File: config.mk
export PLATFORM = sky130hd
export DESIGN_NAME = pdmc_power_mode_ctrl
export DESIGN_NICKNAME = d
export VERILOG_FILES = /design/src/hw/pdmc_pkg.sv /design/src/hw/pdmc_power_mode_ctrl.sv
export SDC_FILE = /design/constraint.sdc
export NUM_CORES = 1
export LEC_CHECK = 0
export ABC_CLOCK_PERIOD_IN_PS = 6200
export BUFFER_PORTS_ARGS = -buffer_cell sky130_fd_sc_hd__buf_4
export CAP_MARGIN = 20
export CORE_MARGIN = 3
export CORE_UTILIZATION = 54
export DETAILED_ROUTE_END_ITERATION = 10
export PLACE_DENSITY = 0.86
export SLEW_MARGIN = 10
export SYNTH_ARGS = -nofsm -noshare
export SYNTH_HDL_FRONTEND = slang
export SYNTH_SLANG_ARGS = --single-unit
File: constraint.sdc
create_clock -name CLK -period 6.2 [get_ports CLK]
set_input_delay 0.62 -clock CLK [delete_from_list [all_inputs] [get_ports CLK]]
set_output_delay 0.62 -clock CLK [all_outputs]
set_load 0.02 [all_outputs]
File: src/hw/pdmc_pkg.sv
// package: register map, field layout and mode codes of the power-down mode control
package pdmc_pkg;

    ////////////////////////////////////////////////////////////////////////
    // register indices; byte address is four times the index
    localparam logic [15:0] PDMC_IDX_CTRL_ONE = 16'hfff0;
    localparam logic [15:0] PDMC_IDX_CTRL_TWO = 16'hfff1;
    localparam logic [31:0] PDMC_ADDR_CTRL_ONE = {14'h0000, PDMC_IDX_CTRL_ONE, 2'h0};
    localparam logic [31:0] PDMC_ADDR_CTRL_TWO = {14'h0000, PDMC_IDX_CTRL_TWO, 2'h0};

    // reset values
    localparam logic [7:0] PDMC_RST_CTRL_ONE = 8'h07;
    localparam logic [7:0] PDMC_RST_CTRL_TWO = 8'he0;

    // reserved bits read as ones
    localparam logic [7:0] PDMC_RSV_CTRL_ONE = 8'h07;
    localparam logic [7:0] PDMC_RSV_CTRL_TWO = 8'he0;

    ////////////////////////////////////////////////////////////////////////
    // control one field positions
    localparam int PDMC_B_STANDBY = 7;
    localparam int PDMC_B_STS_HI  = 6;
    localparam int PDMC_B_STS_LO  = 4;
    localparam int PDMC_B_LOWSPD  = 3;

    // control two field positions
    localparam int PDMC_B_NOISE   = 4;
    localparam int PDMC_B_DIRECT  = 3;
    localparam int PDMC_B_MEDSPD  = 2;
    localparam int PDMC_B_SUB_HI  = 1;
    localparam int PDMC_B_SUB_LO  = 0;

    ////////////////////////////////////////////////////////////////////////
    // settle wait: base count in states, doubled per code step up to code 4, codes 5..7 same as 4
    localparam int PDMC_SETTLE_BASE = 8192;
    localparam int PDMC_SETTLE_W    = 17;

    // noise sampling dividers of the oscillator clock
    localparam logic [3:0] PDMC_NOISE_DIV_SLOW = 4'hf; // /16 minus one
    localparam logic [3:0] PDMC_NOISE_DIV_FAST = 4'h3; // /4 minus one

    // subactive divide ratios
    localparam logic [3:0] PDMC_SUB_DIV8 = 4'h8;
    localparam logic [3:0] PDMC_SUB_DIV4 = 4'h4;
    localparam logic [3:0] PDMC_SUB_DIV2 = 4'h2;

    ////////////////////////////////////////////////////////////////////////
    // operating modes
    typedef enum logic [2:0] {
        PDMC_ACT_HIGH,
        PDMC_ACT_MED,
        PDMC_SLEEP,
        PDMC_STANDBY,
        PDMC_WATCH,
        PDMC_SUBACT,
        PDMC_SUBSLEEP,
        PDMC_SETTLE
    } pdmc_mode_t;

endpackage

File: src/hw/pdmc_power_mode_ctrl.sv
// power-down mode control: two control registers on apb and the mode sequencer
//
// Functional notes
// - standby clear: sleep or subsleep target
// - standby set: standby or watch target
// - active with standby: watch select decides
// - settle code picks 8k..128k state wait
// - settle wait before resuming from standby/watch
// - low speed picks subclock after watch
// - reserved bits read one, ignore writes
// - noise select: oscillator/16 or /4 sampling
// - direct off: only ordinary sleep targets
// - direct from high speed: medium or subactive
// - direct from medium speed: high or subactive
// - direct from subactive: high or medium
// - medium select picks active speed on wake
// - subclock divide: /8, /4, /2
// - subclock divide frozen in subactive
//
// Chosen here: the APB interface to the registers.
module pdmc_power_mode_ctrl
    import pdmc_pkg::*;
#(
    parameter int SETTLE_BASE_STATES = PDMC_SETTLE_BASE // shorten in simulation
) (
    input  wire logic        CLK,           // oscillator clock, 10 MHz
    input  wire logic        RSTN,          // async reset, active low
    input  wire logic        PSEL,          // apb select
    input  wire logic        PENABLE,       // apb access phase
    input  wire logic        PWRITE,        // apb direction
    input  wire logic [31:0] PADDR,         // apb byte address
    input  wire logic [31:0] PWDATA,        // apb write data
    output logic      [31:0] PRDATA,        // apb read data
    output logic             PREADY,        // apb ready
    output logic             PSLVERR,       // apb error on unmapped address
    input  wire logic        SLEEP_EXEC,    // pulse: cpu executed sleep
    input  wire logic        WAKE_IRQ,      // pulse: accepted wake interrupt
    input  wire logic        TIMER_A_WATCH, // watch select bit from timer a
    output logic      [2:0]  MODE,          // current operating mode
    output logic             CPU_RUN,       // cpu executes instructions
    output logic             SYSOSC_EN,     // system oscillator running
    output logic             CPU_ON_SUB,    // cpu clocked from subclock
    output logic             SLEEP_DONE,    // pulse: sleep completed
    output logic      [2:0]  TARGET_MODE,   // target mode at sleep
    output logic      [2:0]  SETTLE_CODE,   // settle code at sleep
    output logic      [3:0]  SUBCLK_RATIO,  // subactive divide of watch clock
    output logic             NOISE_TICK     // watch clock sample strobe
);

    ////////////////////////////////////////////////////////////////////////
    // all state in one struct
    typedef struct packed {
        logic [7:0]               ctrl_one;   // power_mode_control_one
        logic [7:0]               ctrl_two;   // power_mode_control_two
        pdmc_mode_t               mode;       // operating mode
        pdmc_mode_t               resume;     // mode after settle wait
        logic [PDMC_SETTLE_W-1:0] settle_cnt; // settle countdown
        logic [3:0]               noise_cnt;  // sampling divider
        logic [31:0]              prdata;     // read data
        logic                     pready;     // ready
        logic                     pslverr;    // error
        logic                     sleep_done; // completion pulse
        pdmc_mode_t               target;     // shown target
        logic [2:0]               settle_code;// shown settle code
        logic [3:0]               sub_ratio;  // divide ratio
        logic                     noise_tick; // sample strobe
        logic                     cpu_run;    // cpu running
        logic                     sysosc_en;  // oscillator on
        logic                     cpu_on_sub; // subclock selected
    } pdmc_state_t;

    pdmc_state_t s_r;   // registered state
    pdmc_state_t s_nxt; // next state

    // field views of the stored registers
    logic       standby_select;         // bit 7 of control one
    logic [2:0] settle_time_select;     // bits 6..4 of control one
    logic       low_speed_select;       // bit 3 of control one
    logic       noise_sample_select;    // bit 4 of control two
    logic       direct_transfer_select; // bit 3 of control two
    logic       medium_speed_select;    // bit 2 of control two
    logic [1:0] subclock_divide;        // bits 1..0 of control two

    assign standby_select         = s_r.ctrl_one[PDMC_B_STANDBY];
    assign settle_time_select     = s_r.ctrl_one[PDMC_B_STS_HI:PDMC_B_STS_LO];
    assign low_speed_select       = s_r.ctrl_one[PDMC_B_LOWSPD];
    assign noise_sample_select    = s_r.ctrl_two[PDMC_B_NOISE];
    assign direct_transfer_select = s_r.ctrl_two[PDMC_B_DIRECT];
    assign medium_speed_select    = s_r.ctrl_two[PDMC_B_MEDSPD];
    assign subclock_divide        = s_r.ctrl_two[PDMC_B_SUB_HI:PDMC_B_SUB_LO];

    ////////////////////////////////////////////////////////////////////////
    // settle wait length, minus one for the countdown
    function automatic logic [PDMC_SETTLE_W-1:0] settle_load(input logic [2:0] code);
        logic [PDMC_SETTLE_W:0] base;
        logic [PDMC_SETTLE_W:0] wait_len;
        base = (PDMC_SETTLE_W + 1)'(SETTLE_BASE_STATES);
        // top bit set means the longest wait, low bits ignored
        if (code[2]) begin
            wait_len = base << 4;
        end else begin
            wait_len = base << code[1:0];
        end
        settle_load = PDMC_SETTLE_W'(wait_len - 1'b1);
    endfunction

    // active mode chosen by the medium speed select
    function automatic pdmc_mode_t active_mode(input logic med);
        active_mode = med ? PDMC_ACT_MED : PDMC_ACT_HIGH;
    endfunction

    ////////////////////////////////////////////////////////////////////////
    // target of a sleep instruction from the current mode
    pdmc_mode_t sleep_target; // computed target
    logic       sleep_legal;  // sleep allowed in this mode

    always_comb begin
        sleep_target = s_r.mode;
        sleep_legal  = 1'b0;
        unique case (s_r.mode)
            PDMC_ACT_HIGH, PDMC_ACT_MED: begin
                sleep_legal = 1'b1;
                if (!standby_select) begin
                    sleep_target = PDMC_SLEEP;
                end else if (TIMER_A_WATCH) begin
                    sleep_target = PDMC_WATCH;
                end else begin
                    sleep_target = PDMC_STANDBY;
                end
                // direct transfers override the ordinary targets
                if (direct_transfer_select) begin
                    if (s_r.mode == PDMC_ACT_HIGH && !standby_select
                            && medium_speed_select && !low_speed_select) begin
                        sleep_target = PDMC_ACT_MED;
                    end
                    if (s_r.mode == PDMC_ACT_MED && !standby_select
                            && !medium_speed_select && !low_speed_select) begin
                        sleep_target = PDMC_ACT_HIGH;
                    end
                    if (standby_select && TIMER_A_WATCH && low_speed_select) begin
                        sleep_target = PDMC_SUBACT;
                    end
                end
            end
            PDMC_SUBACT: begin
                sleep_legal  = 1'b1;
                sleep_target = standby_select ? PDMC_WATCH : PDMC_SUBSLEEP;
                if (direct_transfer_select && standby_select && TIMER_A_WATCH
                        && !low_speed_select) begin
                    sleep_target = active_mode(medium_speed_select);
                end
            end
            PDMC_SLEEP, PDMC_STANDBY, PDMC_WATCH, PDMC_SUBSLEEP, PDMC_SETTLE: begin
                // cpu halted; no instruction can arrive
                sleep_legal = 1'b0;
            end
        endcase
    end

    ////////////////////////////////////////////////////////////////////////
    // apb decode
    logic setup_phase; // first cycle of a transfer
    logic hit_one;     // address of control one
    logic hit_two;     // address of control two
    logic wr_commit;   // write takes effect this edge

    assign setup_phase = PSEL && !PENABLE;
    assign hit_one     = (PADDR == PDMC_ADDR_CTRL_ONE);
    assign hit_two     = (PADDR == PDMC_ADDR_CTRL_TWO);
    assign wr_commit   = PSEL && PENABLE && s_r.pready && PWRITE;

    ////////////////////////////////////////////////////////////////////////
    // next state
    always_comb begin
        s_nxt            = s_r;
        s_nxt.sleep_done = 1'b0;

        // apb: answer one cycle after setup, so every access lasts two cycles
        if (setup_phase) begin
            s_nxt.pready  = 1'b1;
            s_nxt.pslverr = !(hit_one || hit_two);
            if (hit_one) begin
                s_nxt.prdata = {24'h000000, s_r.ctrl_one | PDMC_RSV_CTRL_ONE};
            end else if (hit_two) begin
                s_nxt.prdata = {24'h000000, s_r.ctrl_two | PDMC_RSV_CTRL_TWO};
            end else begin
                s_nxt.prdata = 32'h00000000;
            end
        end else if (PSEL && PENABLE && s_r.pready) begin
            // access completes; drop ready and error
            s_nxt.pready  = 1'b0;
            s_nxt.pslverr = 1'b0;
        end

        // register writes; reserved bits stay at one
        if (wr_commit && hit_one) begin
            s_nxt.ctrl_one = PWDATA[7:0] | PDMC_RSV_CTRL_ONE;
        end
        if (wr_commit && hit_two) begin
            s_nxt.ctrl_two = PWDATA[7:0] | PDMC_RSV_CTRL_TWO;
            // divide field frozen while cpu runs on it
            if (s_r.mode == PDMC_SUBACT) begin
                s_nxt.ctrl_two[PDMC_B_SUB_HI:PDMC_B_SUB_LO] = subclock_divide;
            end
        end

        // mode sequencer
        unique case (s_r.mode)
            PDMC_ACT_HIGH, PDMC_ACT_MED, PDMC_SUBACT: begin
                if (SLEEP_EXEC && sleep_legal) begin
                    s_nxt.mode        = sleep_target;
                    s_nxt.sleep_done  = 1'b1;
                    s_nxt.target      = sleep_target;
                    s_nxt.settle_code = settle_time_select;
                end
            end
            PDMC_SLEEP: begin
                if (WAKE_IRQ) begin
                    s_nxt.mode = active_mode(medium_speed_select);
                end
            end
            PDMC_SUBSLEEP: begin
                if (WAKE_IRQ) begin
                    s_nxt.mode = PDMC_SUBACT;
                end
            end
            PDMC_STANDBY, PDMC_WATCH: begin
                if (WAKE_IRQ) begin
                    if (s_r.mode == PDMC_WATCH && low_speed_select) begin
                        // subclock kept running, no settle needed
                        s_nxt.mode = PDMC_SUBACT;
                    end else begin
                        s_nxt.mode       = PDMC_SETTLE;
                        s_nxt.resume     = active_mode(medium_speed_select);
                        s_nxt.settle_cnt = settle_load(settle_time_select);
                    end
                end
            end
            PDMC_SETTLE: begin
                // oscillator restarting; cpu held until count expires
                if (s_r.settle_cnt == '0) begin
                    s_nxt.mode = s_r.resume;
                end else begin
                    s_nxt.settle_cnt = s_r.settle_cnt - 1'b1;
                end
            end
        endcase

        // watch clock sampling strobe
        if (s_r.noise_cnt == '0) begin
            s_nxt.noise_tick = 1'b1;
            s_nxt.noise_cnt  = noise_sample_select ? PDMC_NOISE_DIV_FAST
                                                   : PDMC_NOISE_DIV_SLOW;
        end else begin
            s_nxt.noise_tick = 1'b0;
            s_nxt.noise_cnt  = s_r.noise_cnt - 1'b1;
        end

        // subactive divide ratio, top bit wins
        if (s_nxt.ctrl_two[PDMC_B_SUB_HI]) begin
            s_nxt.sub_ratio = PDMC_SUB_DIV2;
        end else if (s_nxt.ctrl_two[PDMC_B_SUB_LO]) begin
            s_nxt.sub_ratio = PDMC_SUB_DIV4;
        end else begin
            s_nxt.sub_ratio = PDMC_SUB_DIV8;
        end

        // status outputs decoded from the next mode so they align with it
        s_nxt.cpu_run    = (s_nxt.mode == PDMC_ACT_HIGH) || (s_nxt.mode == PDMC_ACT_MED)
                           || (s_nxt.mode == PDMC_SUBACT);
        s_nxt.sysosc_en  = (s_nxt.mode == PDMC_ACT_HIGH) || (s_nxt.mode == PDMC_ACT_MED)
                           || (s_nxt.mode == PDMC_SLEEP) || (s_nxt.mode == PDMC_SETTLE);
        s_nxt.cpu_on_sub = (s_nxt.mode == PDMC_SUBACT) || (s_nxt.mode == PDMC_SUBSLEEP);
    end

    ////////////////////////////////////////////////////////////////////////
    // state register
    always_ff @(posedge CLK or negedge RSTN) begin
        if (!RSTN) begin
            s_r             <= '0;
            s_r.ctrl_one    <= PDMC_RST_CTRL_ONE;
            s_r.ctrl_two    <= PDMC_RST_CTRL_TWO;
            s_r.mode        <= PDMC_ACT_HIGH;
            s_r.resume      <= PDMC_ACT_HIGH;
            s_r.target      <= PDMC_ACT_HIGH;
            s_r.sub_ratio   <= PDMC_SUB_DIV8;
            s_r.noise_cnt   <= PDMC_NOISE_DIV_SLOW;
            s_r.cpu_run     <= 1'b1;
            s_r.sysosc_en   <= 1'b1;
        end else begin
            s_r <= s_nxt;
        end
    end

    ////////////////////////////////////////////////////////////////////////
    // outputs straight from flops
    assign PRDATA       = s_r.prdata;
    assign PREADY       = s_r.pready;
    assign PSLVERR      = s_r.pslverr;
    assign MODE         = s_r.mode;
    assign CPU_RUN      = s_r.cpu_run;
    assign SYSOSC_EN    = s_r.sysosc_en;
    assign CPU_ON_SUB   = s_r.cpu_on_sub;
    assign SLEEP_DONE   = s_r.sleep_done;
    assign TARGET_MODE  = s_r.target;
    assign SETTLE_CODE  = s_r.settle_code;
    assign SUBCLK_RATIO = s_r.sub_ratio;
    assign NOISE_TICK   = s_r.noise_tick;

endmodule
==> results.md <==
* CTS tree: built
* Worst-path clk slew at 80 ps
* Vias in the first global route at roughly 2600
* Clock sink count at 58
* Final setup fails at 0
* CTS-repair resized insts at 0
* Fraction of registers with async set/reset at 100%
* GRT Overall Usage at about a fifth
* Max Fclk at 0.373 GHz
* Synthesized instance count at 352
* N_diodes at 0
* Gate power share at between 30% and 40%
* Min cycle time layout at between 2000 and 3000 ps
* DR iter-0 viols at 189
* Worst min path class: input pin to asynchronous set/reset pin
* Routability cong. at 0.855
* R2R Path Start: s_r[61]
* Worst setup path end: CPU_ON_SUB
* Pwr dens at 356 nW/um^2
* DRT Wirelength at 7350 microns
* CTS Buffer Depth at 2
* Sequential element share of the synthesized area at 43.4%
* Final core occ at 66.1%
* Fill count at 474
* Worst slew pin tran at 799 ps
* Crit-path slowest cell: o31ai_4
* Number of port buffers at 74
* Die width at 85.0 microns
* Post-CTS Setup Bufs at 0
* Critical Path Fanout Max at 17
* Critical path class: register to register
* Status: finished, final reports clean
* Unrepaired setup endpoints after global routing: false
* Setup TNS at 0 ps
* Worst rel slew slack at about 47%
* Layout cells sized above 1 at a little under a third
* Synthesized area at 3370 sq um
* Initial Utilization at approximately 56%
* Cells along the critical path: or4_4 -> or2_4 -> o31ai_4 -> nand4_1 -> xnor2_1 -> and2_1
* TritonRoute pass-1 iters at 4
* CTS root buffer: clkbuf_8
* First-pass GRT wire length at 11800 microns
* Num CTS Buffers at 9
* Reg2reg setup slack at between 3000 and 4000 ps
* Sw frac at 35.9%
* EDFF count, synth at 0
* Synth Warn # at 0
* Synthesized flop and latch total at 58
* Clock latency on the worst-skew pair at 340 ps
* DP Wirelength at ~5200 microns
* Worst Skew at 11.1 ps
* Area Overhead vs Synth at 17.6%
* Startpoint Class: register
* Critical Path RT at 6430 ps
* Register-to-Register Path Depth at 6
* Total power at 1.41 mW
* Critical path depth at 6
* Most common cell after layout, fill and taps aside: buf_4
* Hold Buf Count CTS at 0
* Yosys cell types at 62
* Pleak at 1.78 nW
* Initial antenna violation count at 0
* Clock share of power at 29.3%
* Vias/cell at 5.56
* Int Power at 0.903 mW
* Sequential power share at roughly two fifths
* Slowest stage delay, CP at 600 ps
* Max IR drop VDD at 0.255 mV
* Sw Pwr at 0.507 mW
* CP delay by family, top: simple AND/OR/NAND/NOR gates
* Core area at roughly 6000 sq um
* WP buf/inv at 0
* Most frequent cells in the layout: buf_4, dfrtp_1, a21oi_1
* Crit share post-route at 43.2%
* Syn Area/Cell at 9.57 sq um
* Die ar. at ~7200 sq um
* # DRC at 0
* Nets at 481
* Die height at between 80 and 90 microns
* Main synth FF type: dfrtp_1
* Max_cap viols at 0
* Final ANT Viol Nets at 0
* Fin. Hold Viols at 0
* Routed WL per cell at roughly 15 microns
* Critical path origin: s_r[61]
* Crit. End Element: register
* Worst Path Arrival at between 2000 and 3000 ps
* Total congestion overflow at 0
* Io pins at 124
* RR Endpoint: CPU_ON_SUB
* Largest net degree at the start of global routing at 59
* H-tree level count at 3
* Core Rows at 28
* Max-slew violation count at 0
* Vias at 2698
-- layer usage --
layer	part of all wire, %	GRT usage, %	vias up
met1	40	25.5	1296
met2	52	33.9	106
met5	0	0	-
met3	6.7	5.73	9
li1	-	-	1287
met4	0.91	7.05	0
-- through the flow --
step | std cells | hold slack (ps) | setup WS (ps) | instance area [sq um]
floorplan | 376 | 324 | 3790 | 3460
global placement | 469 | 444 | 3480 | 3720
detailed placement | 469 | 450 | 3420 | 3720
CTS | 485 | 357 | 3500 | 3960
global route | 485 | 386 | 3340 | 3960
finish | 485 | 320 | 3520 | 3960
-- power by group through the flow --
stage	combinational, mW	sequential, mW	clock, mW
after floorplan	0.337	0.543	0
after global placement	0.405	0.561	0
after detailed placement	0.422	0.569	0
after CTS	0.432	0.563	0.415
after global routing	0.472	0.580	0.433
final	0.432	0.566	0.413
-- state kept, by name (all words and copies together), names as in the netlist, 3 cells and up --
register      flops
SUBCLK_RATIO      3
MODE              3
PRDATA            8
s_r              27
TARGET_MODE       3
SETTLE_CODE       3
-- logic make-up (layout without fill, tap and decap cells) --
logic type      after synthesis  count (layout)  share of synthesized area, %
mux                          16              16                          5.27
buf+inv                      67             101                          12.6
xor+xnor                      6               6                          1.56
compound gates               84              84                          16.2
flops                        58              58                          43.4
fa+ha+maj                     4               4                          1.49
simple gates                116             116                          19.4
other cells                   1              25                         0.111
-- final cells by class --
| type | count | area, sq um | share of cell area [%] |
|---|---|---|---|
| clock inverter | 4 | 72.6 | 1.83 |
| timing repair buffer | 74 | 556 | 14.0 |
| multi-input combinational | 251 | 1570 | 39.7 |
| tap | 75 | 93.8 | 2.37 |
| inverter | 11 | 41.3 | 1.04 |
| sequential | 58 | 1460 | 36.8 |
| clock buffer | 12 | 165 | 4.17 |
-- how the worst min path moves through the flow --
stage | endpoint | depth (start not counted) | slack (ps) | from
after global placement | s_r[49] | 1 | 440 | s_r[49]
after CTS | SUBCLK_RATIO[2] | 1 | 360 | RSTN
final | SUBCLK_RATIO[2] | 1 | 320 | RSTN
after floorplan | CPU_ON_SUB | 0 | 320 | RSTN
after global routing | s_r[76] | 1 | 390 | RSTN
after detailed placement | s_r[49] | 1 | 450 | s_r[49]
-- synthesized netlist by cell type, types with 7 or more instances --
library cell / count / share of area, %
a21oi_1: 29 / 4.3
buf_4: 45 / 10
clkbuf_1: 7 / 0.78
dfrtp_1: 51 / 38
dfstp_2: 7 / 5.5
inv_1: 11 / 1.2
mux2_2: 13 / 4.3
nand2_1: 28 / 3.1
nand2b_1: 9 / 1.7
nor2_1: 23 / 2.6
nor3_1: 10 / 1.5
o21ai_0: 23 / 3.4
No activity file was read; power rests on OpenSTA's default activity.
